===== config.mk =====
export PLATFORM = sky130hd
export DESIGN_NAME = afe_monitor_control_logic
export DESIGN_NICKNAME = d
export VERILOG_FILES = /design/src/logic/afe_ctrl_pkg.sv /design/src/logic/afe_monitor_control_logic.sv /design/src/logic/afe_reg_store.sv
export SDC_FILE = /design/constraint.sdc
export NUM_CORES = 1
export LEC_CHECK = 0
export BUFFER_PORTS_ARGS = -buffer_cell sky130_fd_sc_hd__buf_4
export CAP_MARGIN = 5
export CORE_ASPECT_RATIO = 1.25
export CORE_MARGIN = 1.5
export CORE_UTILIZATION = 53
export DETAILED_ROUTE_END_ITERATION = 10
export PLACE_DENSITY = 0.87
export SLEW_MARGIN = 10
export SYNTH_ARGS = -nofsm -noshare
export SYNTH_HDL_FRONTEND = slang
export SYNTH_SLANG_ARGS = --single-unit

===== constraint.sdc =====
create_clock -name MCLK -period 3.2 [get_ports MCLK]
set_input_delay 0.16 -clock MCLK [delete_from_list [all_inputs] [get_ports MCLK]]
set_output_delay 0.16 -clock MCLK [all_outputs]
set_load 0.02 [all_outputs]

===== src/logic/afe_ctrl_pkg.sv =====
// Package: register map, field layout, reset values and types of the monitor control logic
package afe_ctrl_pkg;

  // APB byte addresses (printed offsets are byte addresses)
  localparam logic [7:0] ADDR_STATUS    = 8'h00;
  localparam logic [7:0] ADDR_CELL_MUX  = 8'h04;
  localparam logic [7:0] ADDR_BALANCE   = 8'h08;
  localparam logic [7:0] ADDR_CONFIG1   = 8'h0c;
  localparam logic [7:0] ADDR_CONFIG2   = 8'h10;
  localparam logic [7:0] ADDR_POWER     = 8'h14;
  localparam logic [7:0] ADDR_IRQ_STAT  = 8'h18;
  localparam logic [7:0] ADDR_IRQ_CLR   = 8'h1c;
  localparam logic [7:0] ADDR_IRQ_EN    = 8'h20;

  // Field positions
  localparam int STAT_POR_BIT   = 0;
  localparam int STAT_ALERT_BIT = 2;
  localparam int CFG1_GAIN_BIT  = 0;
  localparam int CFG1_POL_BIT   = 3;
  localparam int CFG1_THR_LSB   = 4;
  localparam int CFG2_RANGE_BIT = 0;
  localparam int PWR_BIAS_BIT   = 1;
  localparam int CELL_SEL_LSB   = 0;
  localparam int OUT_SEL_LSB    = 4;

  // Widths
  localparam int THR_W   = 4;
  localparam int BALANCE_FET_BIT   = 6;
  localparam int IRQ_W   = 3;

  // Internal temperature selection codes
  localparam logic [1:0] OUT_SEL_TEMP  = 2'b01;
  localparam logic [2:0] CELL_SEL_TEMP = 3'b110;

  // Threshold span in mV
  localparam int THR_MIN_MV  = 25;
  localparam int THR_MAX_MV  = 400;
  localparam int THR_STEP_MV = (THR_MAX_MV - THR_MIN_MV) / ((1 << THR_W) - 1);

  // Gain values and zero-current level in mV
  localparam logic [3:0] GAIN_LOW  = 4'h4;
  localparam logic [3:0] GAIN_HIGH = 4'h8;
  localparam logic [11:0] ZERO_LO_MV = 12'h3e8;
  localparam logic [11:0] ZERO_HI_MV = 12'h7d0;

  // Reset values
  localparam logic [7:0] RST_REG = 8'h00;

  // Interrupt bit positions
  localparam int IRQ_ALERT_RISE = 0;
  localparam int IRQ_ALERT_FALL = 1;
  localparam int IRQ_INTERLOCK  = 2;

  // Supply state machine
  typedef enum logic [1:0] {SUP_OFF, SUP_ON, SUP_SHUT} supply_state_t;

  // Decoded amplifier settings
  typedef struct packed {
    logic [3:0]  gain;
    logic [11:0] zero_mv;
  } amp_cfg_t;

  // Decoded comparator settings
  typedef struct packed {
    logic [THR_W-1:0] code;
    logic [8:0]       thresh_mv;
    logic             negative;
  } comp_cfg_t;

endpackage


===== src/logic/afe_monitor_control_logic.sv =====
// Control logic of a battery monitor front end: settings decode, alert, balancing, supply
//
// The APB interface to the registers and the register offsets are this design's own decisions.
`timescale 1ns/1ps
//
// Overview of operation
// - Gain 4 or 8 by gain bit; zero level 1.0 V or 2.0 V by range.
// - Threshold field selects comparator level between 25 mV and 400 mV.
// - Polarity bit picks discharge or charge current for the comparator.
// - Comparator result drives the open-drain alert pin.
// - Alert pin level readable as a status bit.
// - Bias-enable bit switches the thermistor bias output.
// - Output select 01 with cell select 110 routes internal temperature.
// - Six balance bits each command one balancing FET; no two adjacent FETs on together.
// - Two adjacent requested bits keep both FETs off.
// - Turn on above power-on level; shut down below shutdown level.
// - Leaving shutdown needs power-on level and acts as full reset.
// - Without a deep supply dip, higher power-on level applies.
// - Every power-on reset returns all registers to defaults.
module afe_monitor_control_logic
  import afe_ctrl_pkg::*;
#(
  parameter int ADDR_W = 8
) (
  // Clock and reset
  input  wire logic                  MCLK,
  input  wire logic                  RST,
  // APB slave
  input  wire logic                  PSEL,
  input  wire logic                  PENABLE,
  input  wire logic                  PWRITE,
  input  wire logic [ADDR_W-1:0]     PADDR,
  input  wire logic [31:0]           PWDATA,
  output logic                       PREADY,
  output logic      [31:0]           PRDATA,
  output logic                       PSLVERR,
  // Analog comparator and supply detectors
  input  wire logic                  COMP_TRIP,
  input  wire logic                  SUPPLY_ABOVE_POR,
  input  wire logic                  SUPPLY_ABOVE_POR_HIGH,
  input  wire logic                  SUPPLY_BELOW_SHUT,
  input  wire logic                  SUPPLY_BELOW_DEEP,
  // Open-drain alert pin
  input  wire logic                  ALERT_IN,
  output logic                       ALERT_OUT,
  output logic                       ALERT_OE,
  // Analog controls
  output afe_ctrl_pkg::amp_cfg_t     AMP_CFG,
  output afe_ctrl_pkg::comp_cfg_t    COMP_CFG,
  output logic                       THERM_BIAS_ON,
  output logic                       TEMP_TO_CELL_OUT,
  output logic      [1:0]            CELL_OUT_SEL,
  output logic      [2:0]            CELL_SEL,
  output logic      [BALANCE_FET_BIT-1:0]      BAL_FET_ON,
  // Power state and interrupt
  output logic                       DEVICE_ON,
  output logic                       IRQ
);
  import afe_ctrl_pkg::*;

  initial begin
    if (ADDR_W < 6) $error("afe_monitor_control_logic: ADDR_W too small");
  end

  //////////////////////////////////////////////////////////////////////////////
  // Supply sequencing

  supply_state_t state;
  logic          need_high_por;
  logic          por_pulse;

  // Power-on and shutdown thresholds from the supply detectors
  always_ff @(posedge MCLK or posedge RST) begin
    if (RST) begin
      state         <= SUP_OFF;
      need_high_por <= 1'b0;
      por_pulse     <= 1'b0;
    end else begin
      por_pulse <= 1'b0;
      case (state)
        SUP_OFF: begin
          if (need_high_por ? SUPPLY_ABOVE_POR_HIGH : SUPPLY_ABOVE_POR) begin
            state     <= SUP_ON;
            por_pulse <= 1'b1;
          end
        end
        SUP_ON: begin
          if (SUPPLY_BELOW_SHUT) begin
            state         <= SUP_SHUT;
            need_high_por <= 1'b1;
          end
        end
        SUP_SHUT: begin
          if (SUPPLY_BELOW_DEEP) begin
            need_high_por <= 1'b0;
          end
          state <= SUP_OFF;
        end
        default: state <= SUP_OFF;
      endcase
      if (state == SUP_OFF && SUPPLY_BELOW_DEEP) begin
        need_high_por <= 1'b0;
      end
    end
  end

  assign DEVICE_ON = (state == SUP_ON);

  //////////////////////////////////////////////////////////////////////////////
  // APB decode

  localparam int WORDS = 8;
  logic        apb_write;
  logic        apb_read;
  logic [2:0]  word_idx;
  logic        in_store;
  logic        in_irq;
  logic        mapped;
  logic [WORDS*8-1:0] words;
  logic [7:0]  store_rdata;
  logic [7:0]  irq_status;
  logic [7:0]  irq_enable;
  logic [7:0]  other_rdata;
  logic        sel_store_q;

  assign apb_write = PSEL && PENABLE && PWRITE;
  assign apb_read  = PSEL && !PENABLE && !PWRITE;
  assign word_idx  = PADDR[4:2];
  assign in_store  = (PADDR <= ADDR_POWER) && (PADDR[1:0] == 2'b00);
  assign in_irq    = (PADDR == ADDR_IRQ_STAT) || (PADDR == ADDR_IRQ_CLR) ||
                     (PADDR == ADDR_IRQ_EN);
  assign mapped    = in_store || in_irq;

  // Zero wait states; unmapped access answers with an error
  assign PREADY  = 1'b1;
  assign PSLVERR = PSEL && PENABLE && !mapped;

  afe_reg_store #(
    .DEPTH (WORDS)
  ) u_store (
    .clk   (MCLK),
    .rst   (RST),
    .clear (por_pulse),
    .we    (apb_write && in_store && PADDR != ADDR_STATUS),
    .waddr (word_idx),
    .wdata (PWDATA[7:0]),
    .raddr (word_idx),
    .rdata (store_rdata),
    .words (words)
  );

  //////////////////////////////////////////////////////////////////////////////
  // Settings decode, live from stored words

  logic [7:0] cell_mux_reg;
  logic [7:0] balance_control_register;
  logic [7:0] config1_reg;
  logic [7:0] config2_reg;
  logic [7:0] power_control_register;
  logic [THR_W-1:0] overcurrent_threshold_field;
  logic       overcurrent_polarity_bit;
  logic       thermistor_bias_enable;
  logic [1:0] cell_output_select;

  assign cell_mux_reg             = words[1*8 +: 8];
  assign balance_control_register = words[2*8 +: 8];
  assign config1_reg              = words[3*8 +: 8];
  assign config2_reg              = words[4*8 +: 8];
  assign power_control_register   = words[5*8 +: 8];
  assign overcurrent_threshold_field = config1_reg[CFG1_THR_LSB +: THR_W];
  assign overcurrent_polarity_bit    = config1_reg[CFG1_POL_BIT];
  assign thermistor_bias_enable      = power_control_register[PWR_BIAS_BIT];
  assign cell_output_select          = cell_mux_reg[OUT_SEL_LSB +: 2];

  assign AMP_CFG.gain    = config1_reg[CFG1_GAIN_BIT] ? GAIN_HIGH : GAIN_LOW;
  assign AMP_CFG.zero_mv = config2_reg[CFG2_RANGE_BIT] ? ZERO_HI_MV : ZERO_LO_MV;

  // threshold level, linear across the span
  assign COMP_CFG.code      = overcurrent_threshold_field;
  assign COMP_CFG.thresh_mv = 9'(THR_MIN_MV + THR_STEP_MV * overcurrent_threshold_field);
  assign COMP_CFG.negative  = overcurrent_polarity_bit;

  assign THERM_BIAS_ON = DEVICE_ON && thermistor_bias_enable;

  assign CELL_OUT_SEL     = cell_output_select;
  assign CELL_SEL         = cell_mux_reg[CELL_SEL_LSB +: 3];
  assign TEMP_TO_CELL_OUT = (cell_output_select == OUT_SEL_TEMP) &&
                            (CELL_SEL == CELL_SEL_TEMP);

  //////////////////////////////////////////////////////////////////////////////
  // Balancing interlock

  logic [BALANCE_FET_BIT-1:0] bal_req;
  logic [BALANCE_FET_BIT-1:0] bal_block;
  assign bal_req = balance_control_register[BALANCE_FET_BIT-1:0];

  genvar b;
  for (b = 0; b < BALANCE_FET_BIT; b++) begin : g_bal
    logic below;
    logic above;
    // Edge cells have one neighbour only
    if (b == 0) begin : g_lo
      assign below = 1'b0;
    end else begin : g_lo
      assign below = bal_req[b-1];
    end
    if (b == BALANCE_FET_BIT-1) begin : g_hi
      assign above = 1'b0;
    end else begin : g_hi
      assign above = bal_req[b+1];
    end
    assign bal_block[b] = bal_req[b] && (below || above);
  end

  // one FET per bit, registered output
  always_ff @(posedge MCLK or posedge RST) begin
    if (RST) begin
      BAL_FET_ON <= '0;
    end else begin
      BAL_FET_ON <= DEVICE_ON ? (bal_req & ~bal_block) : '0;
    end
  end

  //////////////////////////////////////////////////////////////////////////////
  // Alert pin

  logic alert_level;
  logic alert_prev;

  // comparator drives open-drain alert; drive low only
  assign ALERT_OUT = 1'b0;
  always_ff @(posedge MCLK or posedge RST) begin
    if (RST) begin
      ALERT_OE <= 1'b0;
    end else begin
      ALERT_OE <= DEVICE_ON && COMP_TRIP;
    end
  end

  // Pin level, low while tripped, pulled up when released
  // Reset to the pull-up level so no false edge follows reset
  always_ff @(posedge MCLK or posedge RST) begin
    if (RST) begin
      alert_level <= 1'b1;
      alert_prev  <= 1'b1;
    end else begin
      alert_level <= ALERT_IN;
      alert_prev  <= alert_level;
    end
  end

  //////////////////////////////////////////////////////////////////////////////
  // Interrupts

  logic [IRQ_W-1:0] irq_event;
  logic [IRQ_W-1:0] irq_clr;
  logic             por_flag;

  assign irq_event[IRQ_ALERT_RISE] = alert_level && !alert_prev;
  assign irq_event[IRQ_ALERT_FALL] = !alert_level && alert_prev;
  assign irq_event[IRQ_INTERLOCK]  = |bal_block;
  assign irq_clr = (apb_write && PADDR == ADDR_IRQ_CLR) ? PWDATA[IRQ_W-1:0] : '0;

  // Sticky status; a new event beats a clear in the same cycle
  always_ff @(posedge MCLK or posedge RST) begin
    if (RST) begin
      irq_status <= 8'h00;
    end else if (por_pulse) begin
      irq_status <= 8'h00;
    end else begin
      irq_status[IRQ_W-1:0] <= (irq_status[IRQ_W-1:0] & ~irq_clr) | irq_event;
    end
  end

  // Enable mask
  always_ff @(posedge MCLK or posedge RST) begin
    if (RST) begin
      irq_enable <= 8'h00;
    end else if (por_pulse) begin
      irq_enable <= 8'h00;
    end else if (apb_write && PADDR == ADDR_IRQ_EN) begin
      irq_enable <= {5'h00, PWDATA[IRQ_W-1:0]};
    end
  end

  assign IRQ = |(irq_status & irq_enable);

  // Power-on flag, set by each power-on event, cleared by writing 1
  always_ff @(posedge MCLK or posedge RST) begin
    if (RST) begin
      por_flag <= 1'b1;
    end else if (por_pulse) begin
      por_flag <= 1'b1;
    end else if (apb_write && PADDR == ADDR_STATUS && PWDATA[STAT_POR_BIT]) begin
      por_flag <= 1'b0;
    end
  end

  //////////////////////////////////////////////////////////////////////////////
  // Read data

  // Status and interrupt words assembled at setup, store data registered on the same edge
  always_ff @(posedge MCLK or posedge RST) begin
    if (RST) begin
      other_rdata <= 8'h00;
      sel_store_q <= 1'b0;
    end else if (apb_read) begin
      sel_store_q <= in_store && PADDR != ADDR_STATUS;
      if (PADDR == ADDR_STATUS) begin
        other_rdata <= 8'h00;
        other_rdata[STAT_ALERT_BIT] <= alert_level;
        other_rdata[STAT_POR_BIT]   <= por_flag;
      end else if (PADDR == ADDR_IRQ_STAT) begin
        other_rdata <= irq_status;
      end else if (PADDR == ADDR_IRQ_EN) begin
        other_rdata <= irq_enable;
      end else begin
        other_rdata <= 8'h00;
      end
    end
  end

  // Data output selected combinationally in access phase from either source
  always_comb begin
    PRDATA = {24'h000000, sel_store_q ? store_rdata : other_rdata};
  end

  // host open-wire test uses any single FET freely
  // alternative test relies on same individual control
  // host judges increase; no device logic needed

endmodule // afe_monitor_control_logic


===== src/logic/afe_reg_store.sv =====
// Small register store: one byte per word address, registered read data
`timescale 1ns/1ps
module afe_reg_store #(
  parameter int DEPTH = 8
) (
  // Clock and reset
  input  wire logic                     clk,
  input  wire logic                     rst,
  input  wire logic                     clear,
  // Write port
  input  wire logic                     we,
  input  wire logic [$clog2(DEPTH)-1:0] waddr,
  input  wire logic [7:0]               wdata,
  // Read port
  input  wire logic [$clog2(DEPTH)-1:0] raddr,
  output logic      [7:0]               rdata,
  // All words, flat
  output logic      [DEPTH*8-1:0]       words
);
  import afe_ctrl_pkg::*;

  logic [7:0] mem [DEPTH];

  initial begin
    if (DEPTH < 6) $error("afe_reg_store: DEPTH too small");
  end

  // Storage; clear models a full power-on reset
  genvar g;
  for (g = 0; g < DEPTH; g++) begin : g_word
    always_ff @(posedge clk or posedge rst) begin
      if (rst) begin
        mem[g] <= RST_REG;
      end else if (clear) begin
        mem[g] <= RST_REG;
      end else if (we && waddr == g) begin
        mem[g] <= wdata;
      end
    end
    assign words[g*8 +: 8] = mem[g];
  end

  // Registered read
  always_ff @(posedge clk or posedge rst) begin
    if (rst) begin
      rdata <= 8'h00;
    end else begin
      rdata <= mem[raddr];
    end
  end

endmodule // afe_reg_store


==> impl_metrics.csv, run 1 <==
group,metric,value,unit
run_status,outcome,"complete, no violations",
yosys,synth_area,0.00506,mm2
placement,gp_congestion,0.943,
placement,dp_hpwl,7210,um
clocking,cts_resized,0,
clocking,clock_path_buffers,2,
timing,rsz0062_at_grt,"no",
timing,fmax,0.353,GHz
placement,port_buffers,71,
yosys,synth_top_area_share,0.460,
yosys,post-synth-top-count-cell,"dfrtp_1",
yosys,avgSynthCellArea,11.4,um2
clocking,clkSinkCount,96,
layout,syn_to_final_growth,14.2,%
grt,grt_remaining_overflow,0,
timing,maxSlewHeadroom,0.419,
layout,postLayoutCoreUtil,0.626,
layout,n_antenna_cell,0,
die,core,0.00922,mm2
routing,wl_per_cell,17.5,um
clocking,post_cts_buffers,0,
setup_path,worstPathRequired,3040,ps
pwr,power,2.91,mW
timing,whs,6.91,ps
yosys,ys_seq_area_frac,0.476,
pwr,powerDensity,504,mW/mm2
grt,grt_pass1_wl,17700,um
yosys,synthFlopType,"dfrtp_1",
pwr,ir_worst_vdd,592,uV
layout,fill_cells,696,
timing,finalSetupViolCount,0,
clocking,insertion_delay,350,ps
grt,grt_pass1_vias,3461,
setup_path,start_kind,"flip-flop",
yosys,async_flop_share,1.00,
run,cap_violations,0,
routing,wl,10800,um
timing,finalCritPeriodShare,0.885,
timing,hold_violations,0,
clocking,hold_buffers,2,
yosys,synth_area_leader_cell,"dfrtp_1",
yosys,yosys-top-cells-count,"dfrtp_1, buf_4, nand2b_1",
clocking,root_buffer,"clkbuf_16",
routing,ant_nets,0,
yosys,synth_warnings,0,
routing,dr.pass1.iters,5,
layout,nets,554,
timing,skew,9.51,ps
yosys,synthTopCellsByArea,"dfrtp_1, buf_4, mux4_2, mux2i_1, nand2b_1",
clocking,cts_tree,"yes",
die,io-pin-count,132,
clocking,cts.htree.levels,3,
layout,drive_gt1_frac,0.248,
timing,worstMarginPinSlew,866,ps
routing,route.detailed.drc,0,
die,start_util,0.549,
clocking,clk_pin_slew,60,ps
die,fp.dieH,112,um
pwr,power.leakage,2.87,nW
setup_path,critical_path.max_fanout,6,
die,die-width,90.4,um
setup_path,crit_arrival,2670,ps
routing,vias,3446,
die,row_count,39,
die,dieArea,0.0101,mm2
min_path,worst_hold_path_type,"in -> reg",
yosys,syn_inst,443,
routing,drt_iter0_markers,311,
yosys,synth_edf_count,0,
timing,finalCriticalPeriod,2830,ps
routing,via_per_inst,5.58,
setup_path,criticalPathCategory,"reg -> out",
grt,grt_usage,0.227,
timing,drv_slew,0,
yosys,ys_ff_latch,96,
yosys,yosysUniqueCellTypes,45,
timing,tns,0,ps
setup_path,end_kind,"output pin",
grt,antenna_found_initial,0,
grt,grt_max_degree,88,
clocking,cts_buffers,9,
==> final cells by class <==
type                            count  area (um2)  area share
Tap cell                          123         154      0.0266
Multi-Input combinational cell    295        2260       0.392
Inverter                           13        50.0     0.00866
Clock inverter                      6        92.6      0.0160
Clock buffer                       10         229      0.0396
Timing Repair Buffer               75         581       0.100
Sequential cell                    96        2410       0.417
==> path summary, 6_finish.rpt <==
check                           cells past startpoint           endpoint  slack, ps              start
worst max-delay path                                9        COMP_CFG[7]        370  u_store.words[31]
worst min-delay path                                2           state[0]          7  SUPPLY_BELOW_SHUT
worst max register to register                      3  u_store.words[16]       1560          por_pulse
worst min register to register                      0         alert_prev        390        alert_level
max in group asynchronous                           4        alert_level       2210                RST
min in group asynchronous                           3      BAL_FET_ON[1]        260                RST
==> routing by layer <==
metal	GRT usage	wire length (um)
met2	0.385	5550
met1	0.274	4180
met4	0.117	502
met3	0.0447	557
met5	0	0
==> cells by family (layout without fill, tap and decap cells) <==
group / after synthesis / in the layout / share of synthesized area
other cells: 2 / 36 / 0.00148
buf+inv: 86 / 104 / 0.102
xor+xnor: 7 / 7 / 0.0121
compound gates: 35 / 35 / 0.0415
mux: 60 / 60 / 0.161
simple gates: 144 / 144 / 0.174
flops: 96 / 96 / 0.476
fa+ha+maj: 13 / 13 / 0.0321
==> per-stage QoR <==
| step | cells | setup WS, ps | instance area [um2] |
|---|---|---|---|
| CTS | 618 | 389 | 5780 |
| detailed placement | 600 | 772 | 5440 |
| global placement | 600 | 859 | 5440 |
| floorplan | 477 | 540 | 5190 |
| global route | 618 | 260 | 5780 |
| finish | 618 | 368 | 5780 |
==> critical path, stage by stage (launching register included) <==
cell     delay [ps]
dfrtp_1         470
inv_1           100
ha_1            280
inv_1            40
ha_1            290
ha_1            340
a41o_1          280
a21oi_1         180
xnor2_1         160
buf_4           190
==> power breakdown <==
part / internal (mW) / switching [mW]
Sequential: 1.26 / 0.0999
Clock: 0.689 / 0.459
Combinational: 0.173 / 0.234
Total: 2.12 / 0.793
==> cell usage in the layout, fill, tap and decap left out, types with 12 or more instances in the layout <==
master    Yosys  final
buf_4        51     72
conb_1        2     36
dfrtp_1      93     92
ha_1         13     13
inv_1        13     12
mux2i_1      33     33
mux4_2       16     16
nand2b_1     37     37
nor2_1       14     14
nor2b_1      24     24
o21ai_0      16     16
==> state kept, by name, summed over array words and instances, names as in the netlist, 2 cells and up <==
signal and count:
other_rdata 3, irq_enable 3, u_store.words 64, irq_status 3, BAL_FET_ON 6, u_store.rdata 8
state 2
No activity file was read; power rests on OpenSTA's default activity.
==> inputs of run 2 (changes only) <==
CORE_UTILIZATION = 48   (was 53)
PLACE_DENSITY = 0.83   (was 0.87)
RECOVER_POWER = 50   (was not set)
clock period = 2.4 ns   (was 3.2 ns; I/O delays follow)
==> run 2 against run 1 <==
Effect of this change:
- the run now ends with negative setup slack left
- global-route usage is 0.88 points lower
- hold slack gained 26 ps
- critical endpoint is now COMP_CFG[9]
- die area increased by 10%
- clock power rose by 34%
- first-iteration DRC count fell by 29%
- utilization down 3.9 points
- combinational power increased by 44%
- via count grew 2.1%
- critical path depth unchanged
- worst setup slack lost 410 ps
- sequential share of layout area down 1.3 points
- largest cell class unchanged
==> impl_metrics.csv, run 2 (synthesis results as in run 1) <==
group,metric,value,unit
run_status,outcome,"complete, but fails checks",
run_status,violations,"negative setup slack",
setup_path,criticalPathCategory,"reg -> out",
pwr,ir_worst_vdd,519,uV
layout,fill_cells,847,
placement,port_buffers,71,
routing,ant_nets,0,
layout,regArea,0.00241,mm2
clocking,root_buffer,"clkbuf_16",
grt,antenna_found_initial,0,
layout,nets,573,
layout,postLayoutCoreUtil,0.588,
setup_path,end_kind,"output pin",
die,die-width,94.8,um
die,row_count,41,
timing,maxSlewHeadroom,0.143,
timing,tns,-48.7,ps
clocking,cts_tree,"yes",
layout,mostFrequentLayoutCells,"dfrtp_1, buf_4, nand2b_1",
clocking,insertion_delay,350,ps
setup_path,crit_arrival,2320,ps
routing,wl,11400,um
die,core,0.0102,mm2
setup_path,cp_num_buf_inv,2,
timing,hold_violations,0,
clocking,cts_buffers,9,
routing,route.detailed.drc,0,
setup_path,critical_path.top_delay_family,"adder cells",
min_path,worst_hold_path_type,"in -> reg",
grt,grt_pass1_vias,3484,
routing,vias,3519,
timing,finalCriticalPeriod,2440,ps
routing,dr.pass1.iters,4,
pwr,power.leakage,2.87,nW
clocking,clock_path_buffers,2,
setup_path,worstPathRequired,2280,ps
timing,fin_ws,-38.8,ps
timing,drv_slew,0,
die,start_util,0.498,
grt,grt_usage,0.218,
timing,finalCritPeriodShare,1.02,
setup_path,cp_slowest_stage_delay,440,ps
grt,grt_remaining_overflow,0,
layout,n_antenna_cell,0,
grt,grt_pass1_wl,18400,um
setup_path,crit_top_cell,"ha_4",
setup_path,crit_chain,"ha_1 > inv_2 > ha_4 > ha_4 > and2_4 > o21ai_1 > nand2_1 > xor2_1 > buf_4",
layout,final_common_cell,"dfrtp_1",
timing,finalSetupViolCount,2,
layout,multi_input_area,0.00238,mm2
clocking,cts.htree.levels,3,
placement,dp_hpwl,7510,um
timing,fmax,0.410,GHz
timing,worstMarginPinSlew,1280,ps
setup_path,crit_slowest_cell,"dfrtp_2",
die,dieArea,0.0112,mm2
grt,grt_max_degree,46,
placement,gp_congestion,0.907,
die,io-pin-count,132,
placement,placed_area,0.00554,mm2
routing,wl_per_cell,17.7,um
clocking,clkSinkCount,96,
layout,drive_gt1_frac,0.261,
setup_path,start_kind,"flip-flop",
routing,drt_iter0_markers,220,
routing,via_per_inst,5.47,
layout,syn_to_final_growth,18.0,%
pwr,powerDensity,657,mW/mm2
clocking,clk_pin_slew,70,ps
run,cap_violations,0,
setup_path,critical_path.max_fanout,4,
layout,final_area,0.00597,mm2
timing,rsz0062_at_grt,"yes",
die,fp.dieH,118,um
layout,largest_register_ffs,64,
timing,skew,5.69,ps
run 2: cell count changes in the layout (fill, tap and decap cells not counted), sizes merged:
cell         delta
clkbuf         +22
buf             -6
dlygate4sd3     +2
clkinv          +1
run 2: metal layers:
metal | wire, um | track usage | vias to the layer above
li1 | - | - | 1581
met1 | 4570 | 0.282 | 1783
met2 | 5960 | 0.351 | 132
met3 | 601 | 0.0523 | 23
met4 | 273 | 0.0821 | 0
met5 | 0 | 0 | -
run 2: final timing paths:
check	startpoint	end	slack, ps	cells after the start
min	PWDATA[7]	u_store.words[39]	30	3
min reg2reg	alert_level	alert_prev	430	0
max reg2reg	por_pulse	u_store.words[23]	450	3
max in group asynchronous	RST	u_store.words[57]	560	4
max	u_store.words[31]	COMP_CFG[9]	-40	9
min in group asynchronous	RST	u_store.words[7]	600	3
run 2: repair_timing:
item / in CTS / in global routing
setup endpoints to repair: 4 / 3
buffers inserted: 5 / 1
endpoints found under the hold margin: 29 / 0
hold buffers: 4 / 0
resized for setup: 14 / 4
pin swaps: 5 / 2
run 2: metrics by stage:
stage | setup WS [ps] | cells | total power, mW | hold slack [ps]
2_1_floorplan | 139 | 477 | 2.26 | 124
3_3_place_gp | 157 | 617 | 2.38 | 230
3_5_place_dp | 87.6 | 617 | 2.41 | 231
4_1_cts | 14.3 | 642 | 3.95 | 20.9
5_1_grt | -121 | 643 | 4.09 | 42.1
6_report | -38.8 | 643 | 3.92 | 32.6
run 2: cell type report:
cell class | instances | share of cell area
sequential | 96 | 0.403
multi-input combinational | 295 | 0.398
timing repair buffer | 94 | 0.109
clock buffer | 9 | 0.0377
tap | 129 | 0.0270
clock inverter | 7 | 0.0159
inverter | 13 | 0.00838
run 2: worst reg2reg max path: stages (launching register included):
cell and delay, ps:
dfrtp_1 1100, buf_4 340, nand2b_1 240, o21ai_0 140
run 2: power by group:
part	leakage (nW)	total (mW)	switching (mW)	internal, mW
Clock	0.156	1.54	0.627	0.915
Combinational	1.40	0.587	0.349	0.238
Sequential	1.32	1.79	0.117	1.68
